===== src/logic/vpi_regs.vh =====
`ifndef VPI_REGS_VH
`define VPI_REGS_VH
`define VPI_ADDR_A        8'hDA
`define VPI_ADDR_B        8'hDB
`define VPI_ADDR_SRC      8'hD0
`define VPI_ADDR_SRCMAP   8'hD1
`define VPI_SEL_BIT       3
`define VPI_CMD_EOI_BIT   5
`define VPI_CMD_SPEC_BIT  6
`define VPI_CMD_MODE_BIT  7
`define VPI_CFG_SPACE_BIT 2
`define VPI_MODE_NESTED   2'h0
`define VPI_MODE_ROTATE   2'h1
`define VPI_MODE_SPECIFIC 2'h2
`define VPI_MODE_POLLED   2'h3
`define VPI_MASK_RESET    8'hFF
`define VPI_SRC_COUNT     26
`endif


===== src/logic/vpi_route.v =====
`timescale 1ns/1ps
`default_nettype none
module vpi_route #(
    parameter N_SRC = 26
) (
    input  wire             i_clock,
    input  wire             i_rst,
    input  wire             i_wr,
    input  wire [4:0]       i_sel,
    input  wire [2:0]       i_level,
    input  wire             i_en,
    input  wire [N_SRC-1:0] i_src,
    output reg  [7:0]       o_req
);
    // per-source jumper table: enable bit plus target level
    wire [4*N_SRC-1:0] jumper;
    reg  [7:0]         next_req;
    integer            k;
    genvar             g;
    generate
        for (g = 0; g < N_SRC; g = g + 1) begin : g_jmp
            reg [3:0] entry;
            always @(posedge i_clock) begin
                if (i_rst)
                    entry <= 4'h0;
                else if (i_wr && {27'h0, i_sel} == g)
                    entry <= {i_en, i_level};
            end
            assign jumper[4*g +: 4] = entry;
        end
    endgenerate
    always @* begin
        next_req = 8'h00;
        for (k = 0; k < N_SRC; k = k + 1)
            if (jumper[4*k+3] && i_src[k])
                next_req[jumper[4*k +: 3]] = 1'b1;
    end
    always @(posedge i_clock) begin
        if (i_rst)
            o_req <= 8'h00;
        else
            o_req <= next_req;
    end
endmodule
`default_nettype wire


===== src/logic/vpi_unit.v =====
// Implementation choices: strobed register access and the address map.
`timescale 1ns/1ps
`default_nettype none
`include "vpi_regs.vh"
// register map, all bytes:
//   A write, bit5 set     : end of service for the top in-service level
//   A write, bit7 set     : mode word; [1:0] scheme, bit2 selects 8-byte
//                           entries, and the next B write loads the base
//   A write, bits 7,5 low : bit3 picks the A read source, bit6 loads
//                           the lowest-ranked level from [2:0]
//   A read                : polled status, else in-service or requests
//   B write / read        : mask, or base high byte right after a mode word
//   SRC write / read      : staging word {enable, level} for routing
//   SRCMAP write          : [4:0] names the source that takes the staging
// timing: a pin change reaches o_int about five clocks later (three
// synchroniser stages, the agreement register and the routing register);
// software must allow for that before it expects a level to show up or
// to drop after an end-of-service.
// limitation: requests are levels, not latched edges; a source that
// drops before it is acknowledged is simply forgotten.
module vpi_unit #(
    parameter N_SRC = `VPI_SRC_COUNT
) (
    input  wire        i_clock,
    input  wire        i_rst,
    input  wire [7:0]  i_addr,
    input  wire [7:0]  i_wdata,
    input  wire        i_wr,
    input  wire        i_rd,
    output reg  [7:0]  o_rdata,
    input  wire [3:0]  i_ppi_in_full,
    input  wire [3:0]  i_ppi_out_empty,
    input  wire        i_ser_rx_ready,
    input  wire        i_ser_tx_empty,
    input  wire [1:0]  i_timer_out,
    input  wire [8:0]  i_bus_int,
    input  wire [7:0]  i_ext_int,
    input  wire        i_mains_low_warning,
    output wire        o_int,
    input  wire        i_inta,
    output reg  [15:0] o_vector,
    output reg         o_vector_valid
);
    wire [N_SRC-1:0] pins;
    wire [N_SRC-1:0] src;
    // the parallel port asserts when its input is full or output empty
    assign pins = {i_mains_low_warning,
                   i_ext_int,
                   i_bus_int,
                   i_timer_out,
                   i_ser_tx_empty, i_ser_rx_ready,
                   i_ppi_in_full | i_ppi_out_empty};

    // every pin runs through three flops and a level only counts once
    // stages two and three agree, so a one-cycle glitch never routes
    genvar s;
    generate
        for (s = 0; s < N_SRC; s = s + 1) begin : g_sync
            reg [2:0] stage;
            reg       level;
            always @(posedge i_clock) begin
                if (i_rst) begin
                    stage <= 3'h0;
                    level <= 1'b0;
                end else begin
                    stage <= {stage[1:0], pins[s]};
                    if (stage[1] == stage[2])
                        level <= stage[1];
                end
            end
            assign src[s] = level;
        end
    endgenerate

    wire [7:0] irr;
    reg  [2:0] map_level;
    reg        map_en;
    // source jumper table, written at its own address
    vpi_route #(.N_SRC(N_SRC)) u_route (
        .i_clock (i_clock),
        .i_rst   (i_rst),
        .i_wr    (i_wr && i_addr == `VPI_ADDR_SRCMAP),
        .i_sel   (i_wdata[4:0]),
        .i_level (map_level),
        .i_en    (map_en),
        .i_src   (src),
        .o_req   (irr)
    );

    reg  [7:0]  mask;
    wire [7:0]  isr;
    reg  [7:0]  next_rdata;
    reg  [1:0]  mode;
    reg  [2:0]  lowest;
    reg         spacing8;
    reg  [15:0] base;
    reg         rd_isr;
    reg         ini_pend;

    wire wr_a = i_wr && i_addr == `VPI_ADDR_A;
    wire wr_b = i_wr && i_addr == `VPI_ADDR_B;
    wire cmd_eoi  = wr_a && i_wdata[`VPI_CMD_EOI_BIT];
    wire cmd_mode = wr_a && !i_wdata[`VPI_CMD_EOI_BIT]
                    && i_wdata[`VPI_CMD_MODE_BIT];
    wire cmd_sel  = wr_a && !i_wdata[`VPI_CMD_EOI_BIT]
                    && !i_wdata[`VPI_CMD_MODE_BIT];

    // rotate so that the level after "lowest" sits at rank zero; the
    // nested scheme skips the rotation, so line 0 always ranks first
    wire [7:0] pend = irr & ~mask;
    wire [2:0] first_lvl = lowest + 3'h1;
    wire [7:0] rot_pend;
    wire [7:0] rot_isr;
    genvar r;
    generate
        for (r = 0; r < 8; r = r + 1) begin : g_rank
            assign rot_pend[r] = pend[(r + first_lvl) % 8];
            assign rot_isr[r]  = isr[(r + first_lvl) % 8];
        end
    endgenerate
    wire [2:0] eff_low = (mode == `VPI_MODE_NESTED) ? 3'h7 : lowest;

    function [3:0] first_set;
        input [7:0] v;
        integer j;
        begin
            first_set = 4'h8;
            for (j = 7; j >= 0; j = j - 1)
                if (v[j])
                    first_set = j[3:0];
        end
    endfunction

    wire [3:0] win_rank = first_set(mode == `VPI_MODE_NESTED ? pend
                                                             : rot_pend);
    wire [3:0] isr_rank = first_set(mode == `VPI_MODE_NESTED ? isr
                                                             : rot_isr);
    wire [2:0] win_lvl  = (mode == `VPI_MODE_NESTED) ? win_rank[2:0]
                        : win_rank[2:0] + eff_low + 3'h1;
    wire       has_win  = !win_rank[3];
    // rank comparison: smaller rank is higher priority
    wire       outranks = has_win && (win_rank < isr_rank);
    assign o_int = outranks && mode != `VPI_MODE_POLLED;

    wire [2:0] eoi_lvl = (mode == `VPI_MODE_NESTED) ? isr_rank[2:0]
                       : isr_rank[2:0] + lowest + 3'h1;
    wire       take = i_inta && o_int;
    wire       eoi_ok = cmd_eoi && isr != 8'h00;

    // one in-service flag per level; a grant and an end-of-service aimed
    // at the same level in one cycle leave the flag set
    genvar v;
    generate
        for (v = 0; v < 8; v = v + 1) begin : g_lvl
            reg  in_svc;
            wire grant  = take && {29'h0, win_lvl} == v;
            wire retire = eoi_ok && {29'h0, eoi_lvl} == v;
            always @(posedge i_clock) begin
                if (i_rst)
                    in_svc <= 1'b0;
                else if (grant)
                    in_svc <= 1'b1;
                else if (retire)
                    in_svc <= 1'b0;
            end
            assign isr[v] = in_svc;
        end
    endgenerate

    // vector register: loaded on every accepted acknowledge, held otherwise
    always @(posedge i_clock) begin
        if (i_rst) begin
            o_vector       <= 16'h0000;
            o_vector_valid <= 1'b0;
        end else begin
            o_vector_valid <= take;
            if (take) begin
                // table base plus level times the spacing
                o_vector <= spacing8
                    ? {base[15:6], win_lvl, 3'h0}
                    : {base[15:5], win_lvl, 2'h0};
            end
        end
    end

    // operating scheme and entry spacing, rewritable at any time
    always @(posedge i_clock) begin
        if (i_rst) begin
            mode     <= `VPI_MODE_NESTED;
            spacing8 <= 1'b0;
        end else if (cmd_mode) begin
            mode     <= i_wdata[1:0];
            spacing8 <= i_wdata[`VPI_CFG_SPACE_BIT];
        end
    end

    // lowest-ranked level; the three commands never meet in one cycle
    always @(posedge i_clock) begin
        if (i_rst) begin
            lowest <= 3'h7;
        end else if (cmd_sel && i_wdata[`VPI_CMD_SPEC_BIT]) begin
            lowest <= i_wdata[2:0];
        end else if (cmd_mode && i_wdata[1:0] == `VPI_MODE_NESTED) begin
            lowest <= 3'h7;
        end else if (eoi_ok && mode == `VPI_MODE_ROTATE) begin
            lowest <= eoi_lvl;
        end
    end

    // read selector and base-load sequencing on the two shared addresses
    always @(posedge i_clock) begin
        if (i_rst) begin
            rd_isr   <= 1'b0;
            ini_pend <= 1'b0;
        end else begin
            if (cmd_sel)
                rd_isr <= i_wdata[`VPI_SEL_BIT];
            // after a mode word the next write to B is the base, not the mask
            if (cmd_mode)
                ini_pend <= 1'b1;
            else if (wr_b)
                ini_pend <= 1'b0;
        end
    end

    // base high byte and mask share address B
    always @(posedge i_clock) begin
        if (i_rst) begin
            base <= 16'h0000;
            mask <= `VPI_MASK_RESET;
        end else if (wr_b) begin
            if (ini_pend)
                base <= {i_wdata, 8'h00};
            else
                mask <= i_wdata;
        end
    end

    // staging word for the source routing table
    always @(posedge i_clock) begin
        if (i_rst) begin
            map_level <= 3'h0;
            map_en    <= 1'b0;
        end else if (i_wr && i_addr == `VPI_ADDR_SRC) begin
            map_level <= i_wdata[2:0];
            map_en    <= i_wdata[3];
        end
    end

    // read mux; unmapped addresses and idle cycles read zero
    always @* begin
        next_rdata = 8'h00;
        if (i_rd) begin
            case (i_addr)
                `VPI_ADDR_A:
                    if (mode == `VPI_MODE_POLLED)
                        next_rdata = {has_win, 4'h0, win_lvl};
                    else if (rd_isr)
                        next_rdata = isr;
                    else
                        next_rdata = irr;
                `VPI_ADDR_B:
                    if (ini_pend)
                        next_rdata = base[15:8];
                    else
                        next_rdata = mask;
                `VPI_ADDR_SRC:
                    next_rdata = {4'h0, map_en, map_level};
                default:
                    next_rdata = 8'h00;
            endcase
        end
    end

    // read data stand only in the cycle after the strobe
    always @(posedge i_clock) begin
        if (i_rst)
            o_rdata <= 8'h00;
        else
            o_rdata <= next_rdata;
    end
endmodule
`default_nettype wire


===== config.mk =====
export PLATFORM = sky130hd
export DESIGN_NAME = vpi_unit
export DESIGN_NICKNAME = d
export VERILOG_FILES = /design/src/logic/vpi_route.v /design/src/logic/vpi_unit.v
export VERILOG_INCLUDE_DIRS = /design/src /design/src/logic
export SDC_FILE = /design/constraint.sdc
export NUM_CORES = 1
export LEC_CHECK = 0
export ABC_AREA = 1
export BUFFER_PORTS_ARGS = -buffer_cell sky130_fd_sc_hd__buf_4
export CAP_MARGIN = 20
export CORE_UTILIZATION = 35
export DETAILED_ROUTE_END_ITERATION = 16
export HOLD_SLACK_MARGIN = 0.06
export MAX_ROUTING_LAYER = met4
export PLACE_DENSITY = 0.63
export SYNTH_ARGS = -nofsm -noshare
export SYNTH_HDL_FRONTEND = slang
export SYNTH_HIERARCHICAL = 1
export SYNTH_SLANG_ARGS = --single-unit

===== constraint.sdc =====
create_clock -name i_clock -period 4.6 [get_ports i_clock]
set_clock_uncertainty 0.15 [all_clocks]
set_input_delay 0.23 -clock i_clock [delete_from_list [all_inputs] [get_ports i_clock]]
set_output_delay 0.23 -clock i_clock [all_outputs]
set_load 0.02 [all_outputs]

==> results of run 1 <==
metal layers:
metal | wire length, um | track usage | up-vias | share of wire
li1 | - | - | 7003 | -
met4 | 1250 | 0.0681 | 0 | 0.030
met3 | 2220 | 0.0309 | 77 | 0.054
met5 | 0 | - | - | 0
met2 | 19700 | 0.352 | 343 | 0.48
met1 | 18200 | 0.256 | 6209 | 0.44
registers in the layout, summed over array words and instances (netlist names), 2 cells and up:
signal,flops
g_sync.level,26
mode,2
lowest,3
o_rdata,8
o_vector,12
u_route/g_jmp.entry,104
base,8
map_level,3
g_lvl.in_svc,8
g_sync.stage,78
mask,8
u_route/o_req,8
worst reg2reg max path: cells and delay by family, from the launching register on:
family / cells / cell delay [ns]
compound gates: 3 / 0.44
simple gates: 18 / 1.59
buf+inv: 4 / 0.45
flops: 1 / 0.39
fa+ha+maj: 3 / 0.94
path summary, 6_finish.rpt:
kind	slack, ns	cells past startpoint	end
worst min-delay path	0.24	4	g_sync[19].stage[0]$_SDFF_PP0_
worst max register to register	0.52	28	g_lvl[2].in_svc$_SDFFE_PP0P_
worst min register to register	0.25	2	g_sync[25].stage[1]$_SDFF_PP0_
worst max-delay path	0.52	28	g_lvl[2].in_svc$_SDFFE_PP0P_
cells in the final DEF (no fill, tap or decap), types with 5 or more instances in the layout:
cell | Yosys | final
a211oi_1 | 77 | 77
a21oi_1 | 96 | 96
a31oi_1 | 6 | 6
buf_4 | 9 | 82
bufinv_16 | 0 | 5
clkbuf_16 | 0 | 30
clkbuf_8 | 0 | 7
clkinv_2 | 0 | 6
dfxtp_1 | 273 | 270
dlygate4sd3_1 | 0 | 57
ha_1 | 6 | 6
inv_1 | 281 | 280
inv_2 | 5 | 5
nand2_1 | 574 | 574
nand2_2 | 10 | 10
nand3_1 | 137 | 137
nand4_1 | 33 | 33
nor2_1 | 444 | 443
nor2_2 | 5 | 6
nor3_1 | 5 | 5
nor4_1 | 5 | 5
o211ai_1 | 6 | 6
o21ai_0 | 64 | 64
o21ai_1 | 8 | 8
stage by stage:
step            util  instances
3_5_place_dp   0.380       2685
6_report       0.424       2801
5_1_grt        0.424       2801
2_1_floorplan      -       2152
3_3_place_gp   0.380       2685
4_1_cts        0.423       2797
layout make-up:
cell class	count	area, sq um	share of cell area
sequential	273	5470	0.334
inverter	291	1100	0.0674
timing repair buffer	141	1210	0.0738
clock inverter	16	230	0.0141
clock buffer	39	855	0.0522
multi-input combinational	1523	6860	0.419
tap	518	648	0.0396
cell families after synthesis:
logic type	count (synthesis)	synth area share
AO/OA/AOI/OAI	280	0.124
adder cells (fa/ha/maj)	8	0.00838
buffers and inverters	356	0.104
flip-flops	273	0.398
multiplexers	1	0.000729
other	1	0.000273
AND/OR/NAND/NOR	1230	0.365
repair_timing:
action                                 CTS  global route
setup buffers                            0             4
setup endpoints to repair                0             3
resized for setup                        0             3
endpoints found under the hold margin  121             0
hold buffers                            57             0
report_power, final:
group / switching, uW / internal [uW] / leakage (uW)
combinational: 110 / 80.6 / 0.00470
clock: 990 / 1590 / 0.000536
sequential: 12.3 / 2390 / 0.00221
total: 1110 / 4060 / 0.00745
==> reports/qor.csv, run 1 <==
stage;metric;value;unit
clock_network;CTS tree;yes;
power_and_ir_drop;pwr/cell area;316;nW/um^2
sta;min Tclk post-route;4.08;ns
floorplanning;die area;40000;sq um
placement;DP Worst Slack;0.479;ns
clock_network;Root Driver;clkbuf_16;
synthesis;syn avg cell area;6.39;sq um
layout;layout cells sized above 1;0.0806;
floorplanning;core area;38600;sq um
route;Antenna Nets Post-Route;0;
floorplanning;Initial Util;0.355;
layout;nets;2319;
synthesis;Post-Syn Instances;2149;
power_and_ir_drop;Final Power;5180;uW
route;Initial DRC Count;1197;
synthesis;EDFF count, synth;0;
route;wire per inst;14.8;um
sta;RSZ-0062 raised after global routing;false;
floorplanning;IO Pins;77;
power_and_ir_drop;Leakage Power;0.00745;uW
critical_path;Crit Path Category;reg -> reg;
layout;fin area;16400;sq um
global_route;initial antenna violation count;0;
hold_path;Hold WC Path Type;in -> reg;
synthesis;Area contributors post-synth;dfxtp_1 (40%), nand2_1 (16%), nor2_1 (12%);
critical_path;largest stage delay on the critical path;0.39;ns
clock_network;H-tree Lvls;1;
sta;fin worst setup slack;0.517;ns
sta;final slew viol count;0;
global_route;largest net degree at the start of global routing;78;
global_route;vias in the first global route;12500;
critical_path;worst endpoint required time;4.88;ns
sta;upper clock frequency limit;0.245;GHz
sta;relative slew slack;0.248;
synthesis;Post-synth top flop;dfxtp_1;
sta;Final period util;0.888;
power_and_ir_drop;VDD IR max;0.332;mV
floorplanning;Die Span X;200;um
synthesis;register area share after synthesis;0.398;
clock_network;TritonCTS Buffers;30;
sta;final hold violation count;0;
synthesis;Post-Syn Area;13700;sq um
critical_path;crit end category;flip-flop;
critical_path;crit-path leading delay family;simple AND/OR/NAND/NOR gates;
floorplanning;FP Rows;72;
synthesis;Yosys top cell by area;dfxtp_1;
critical_path;most frequent CP cell;nand2_1;
synthesis;ys async rst share;0;
job;Max-Cap Viols;0;
critical_path;CP max-delay cell;dfxtp_1;
route;Routed WL;41.4;mm
critical_path;critical path buffer and inverter count;4;
synthesis;synth cell count leaders;nand2_1 (574), nor2_1 (444), inv_1 (281);
critical_path;CP Launch Type;flip-flop;
layout;# diodes;0;
route;Residual DRC;0;
hold_path;hold_sp;i_ext_int[2];
layout;Fillers;4050;
floorplanning;Die Span Y;200;um
global_route;first-pass GRT wire length;65.3;mm
critical_path;Worst Path Max Fanout;17;
placement;RD Place Congestion;0.949;
sta;Setup-failing EPs final;0;
critical_path;worst setup path startpoint;lowest[0]$_SDFFE_PP1P_;
clock_network;Bufs on Longest Clock Path;3;
placement;Port Buffers;72;
clock_network;clk_lat worst skew;0.57;ns
layout;P&R area growth vs syn;19.2;%
placement;placed inst area;14700;sq um
critical_path;Critical Path AT;4.37;ns
route;vias per inst;4.87;
run_status;status;complete, no violations;
synthesis;Distinct cells, synth;52;
global_route;Tot GR Track Use;0.209;
clock_network;Sink Count;273;
synthesis;most common cell in the synthesized netlist;nand2_1;
critical_path;Critical R2R Launch;lowest[0]$_SDFFE_PP1P_;
synthesis;share of the synthesized area in the top cell type;0.398;
clock_network;Reg clk slew, reported paths;0.06;ns
global_route;grt total ovfl;0;
route;DR pass1 iterations;6;
sta;minimum hold slack;0.245;ns
sta;setup TNS;0;ns
synthesis;Yosys Warn Count;6;
synthesis;Seq cells post-synth;273;
placement;post-detail-place hpwl;30.0;mm
sta;Slew @ Worst Pin;1.13;ns
route;via count;13600;
Note: power is estimated with default switching activity, not from simulation.
==> run 2: changes to the inputs <==
--- a/config.mk
+++ b/config.mk
@@ -6,7 +6,7 @@
 export SDC_FILE = /design/constraint.sdc
 export NUM_CORES = 1
 export LEC_CHECK = 0
-export ABC_AREA = 1
+export ABC_AREA = 0
 export BUFFER_PORTS_ARGS = -buffer_cell sky130_fd_sc_hd__buf_4
 export CAP_MARGIN = 20
 export CORE_UTILIZATION = 35
==> run 2 against run 1 <==
Against the previous run: maximum frequency decreased by 7.2%; core utilization increased by 0.49 points; largest power group unchanged; clock power decreased by 6%; non-clock buffer count increased by 13; synthesized cell count decreased by 28%; global-route usage increased by 1.6 points; critical endpoint is now o_int; die area decreased by 4.0%; combinational power decreased by 8%; via count decreased by 11%; first-iteration DRC count decreased by 10%.
==> reports/qor.csv, run 2 <==
stage;metric;value;unit
global_route;M2 GR Usage;0.377;
clock_network;Reg clk slew, reported paths;0.06;ns
synthesis;synth cell count leaders;dfxtp_1 (273), nand2_1 (211), nor2_1 (118);
sta;minimum hold slack;0.0866;ns
layout;Largest register FFs;104;
critical_path;Critical R2R Launch;lowest[0]$_SDFFE_PP1P_;
global_route;vias in the first global route;11400;
sta;relative slew slack;0.447;
clock_network;CTS tree;yes;
floorplanning;die area;38400;sq um
layout;Largest regs;u_route/g_jmp.entry x104, g_sync.stage x78, g_sync.level x26;
synthesis;syn avg cell area;8.56;sq um
route;Routed WL;42.3;mm
critical_path;crit end category;output port;
clock_network;Sink Count;273;
global_route;first-pass GRT wire length;65.9;mm
synthesis;Post-Syn Instances;1539;
job;Max-Cap Viols;0;
critical_path;crit-path leading delay family;compound AO/OA/AOI/OAI gates;
clock_network;Bufs on Longest Clock Path;3;
route;vias per inst;5.56;
sta;upper clock frequency limit;0.227;GHz
synthesis;Post-synth top flop;dfxtp_1;
synthesis;Yosys Warn Count;6;
critical_path;CP Launch Type;flip-flop;
clock_network;Root Driver;clkbuf_16;
layout;commonest cells after routing, fill and taps aside;dfxtp_1 (273), nand2_1 (211), nor2_1 (118), a21oi_1 (103), buf_4 (103);
global_route;largest net degree at the start of global routing;113;
sta;Setup-failing EPs final;0;
power_and_ir_drop;VDD IR max;0.304;mV
layout;nets;1704;
layout;P&R area growth vs syn;19.9;%
clock_network;clk_lat worst skew;0.58;ns
layout;register area;5470;sq um
layout;commonest non-fill, non-tap cell in the layout;dfxtp_1;
floorplanning;IO Pins;77;
critical_path;Critical Path AT;4.02;ns
layout;multi-input logic area;7330;sq um
hold_path;hold_sp;i_rd;
synthesis;Yosys top cell by area;dfxtp_1;
layout;layout cells sized above 1;0.129;
placement;RD Place Congestion;0.975;
sta;RSZ-0062 raised after global routing;true;
global_route;GR peak layer;met2;
synthesis;ys async rst share;0;
hold_path;Hold WC Path Type;in -> reg;
global_route;M1 GR Usage;0.285;
sta;Slew @ Worst Pin;0.827;ns
global_route;initial antenna violation count;0;
power_and_ir_drop;pwr/cell area;316;nW/um^2
critical_path;largest stage delay on the critical path;0.56;ns
route;Antenna Nets Post-Route;0;
route;via count;12100;
global_route;Tot GR Track Use;0.225;
sta;final slew viol count;0;
layout;fin area;15800;sq um
floorplanning;FP Rows;70;
route;wire per inst;19.5;um
power_and_ir_drop;Leakage Power;0.00541;uW
layout;Biggest register;u_route/g_jmp.entry;
sta;Final period util;0.956;
synthesis;most common cell in the synthesized netlist;dfxtp_1;
run_status;status;complete, no violations;
critical_path;worst setup path startpoint;lowest[0]$_SDFFE_PP1P_;
floorplanning;core area;36900;sq um
critical_path;critical path buffer and inverter count;3;
critical_path;Worst Path Max Fanout;18;
floorplanning;Initial Util;0.357;
synthesis;Distinct cells, synth;74;
synthesis;Seq cells post-synth;273;
critical_path;Crit Path Category;reg -> out;
global_route;GRT met3 Usage;0.0260;
layout;Fillers;3670;
critical_path;worst endpoint required time;4.22;ns
placement;Port Buffers;72;
synthesis;EDFF count, synth;0;
floorplanning;Die Span X;196;um
route;Initial DRC Count;1075;
placement;placed inst area;14300;sq um
synthesis;register area share after synthesis;0.415;
critical_path;most frequent CP cell;buf_4;
placement;post-detail-place hpwl;31.0;mm
synthesis;Area contributors post-synth;dfxtp_1 (41%), mux2i_1 (7.4%), nand2_1 (6.0%);
route;DR pass1 iterations;6;
critical_path;CP max-delay cell;mux4_2;
sta;min Tclk post-route;4.40;ns
synthesis;share of the synthesized area in the top cell type;0.415;
synthesis;Post-Syn Area;13200;sq um
floorplanning;Die Span Y;196;um
critical_path;critical path cell sequence;buf_8, ha_2, xnor2_2, buf_4, mux4_2, o31ai_2, nand2_1, nor2_1, ha_1, a21boi_0, a22oi_1, a211oi_1, buf_4;
sta;final hold violation count;0;
route;Residual DRC;0;
clock_network;TritonCTS Buffers;29;
clock_network;H-tree Lvls;1;
global_route;grt total ovfl;0;
layout;# diodes;0;
## run 2: cell types whose count changed after synthesis, sizes merged, moves of 44 or more
cell,delta
o22ai,+53
nand3,-52
nor3,+51
nand2b,+44
nor2b,+87
nand2,-373
a211oi,-76
nor2,-334
mux2i,+96
inv,-267
## run 2: layout make-up
cell class | instances | area share
clock buffer | 39 | 0.0515
timing repair buffer | 154 | 0.0824
tap | 504 | 0.0399
inverter | 21 | 0.00499
sequential | 273 | 0.346
clock inverter | 15 | 0.0118
multi-input combinational | 1166 | 0.464
## run 2: worst reg2reg max path: stages, from the launching register on
cell and delay, ns:
dfxtp_1 0.38, inv_2 0.05, ha_1 0.31, buf_12 0.20, mux4_2 0.53, mux2i_1 0.28
a31o_2 0.21, a22o_1 0.17, o21ai_0 0.18, fa_1 0.44, xnor2_1 0.15, nand2_1 0.11
or2_2 0.30, o22a_1 0.21, or3_1 0.35, a32o_1 0.26
## run 2: logic make-up after synthesis
logic type      after synthesis  synth area share
simple gates                741             0.292
compound gates              286             0.136
flops                       273             0.415
mux                         119             0.108
buf+inv                     103            0.0331
fa+ha+maj                     8           0.00873
xor+xnor                      8           0.00741
other cells                   1          0.000285
## run 2: what timing repair did
| item | CTS | global route |
|---|---|---|
| setup buffers | 0 | 1 |
| pin swaps | 0 | 1 |
| resized for setup | 1 | 9 |
| hold buffers | 48 | 0 |
| setup endpoints to repair | 1 | 4 |
| hold endpoints to repair | 63 | 0 |
## run 2: report_power, final
part | total (uW) | internal [uW] | switching [uW]
registers | 2400 | 2390 | 11.0
clock network | 2420 | 1420 | 993
logic | 174 | 77.1 | 96.6
## run 2: path summary, 6_finish.rpt
| check | end | cells after the start | slack, ns |
|---|---|---|---|
| worst min register to register | g_sync[7].stage[1]$_SDFF_PP0_ | 1 | 0.28 |
| worst max register to register | g_lvl[3].in_svc$_SDFFE_PP0P_ | 15 | 0.21 |
| worst min-delay path | o_rdata[2]$_SDFF_PP0_ | 3 | 0.09 |
| worst max-delay path | o_int | 13 | 0.20 |
## run 2: per-layer routing
metal	up-vias	part of all wire
met1	5823	0.43
met4	0	0.025
met5	-	0
met3	81	0.058
met2	415	0.49
li1	5748	-
## run 2: metrics by stage
step | setup WS [ns] | total power [uW] | instances | util | TNS (ns)
4_1_cts | 0.00493 | 5060 | 2171 | 0.427 | 0
3_5_place_dp | 0.161 | 2600 | 2069 | 0.387 | 0
6_report | 0.200 | 4990 | 2172 | 0.429 | 0
3_3_place_gp | 0.164 | 2600 | 2069 | 0.387 | 0
5_1_grt | -0.0240 | 5170 | 2172 | 0.429 | -0.0240
2_1_floorplan | 0.0801 | 2530 | 1542 | - | 0
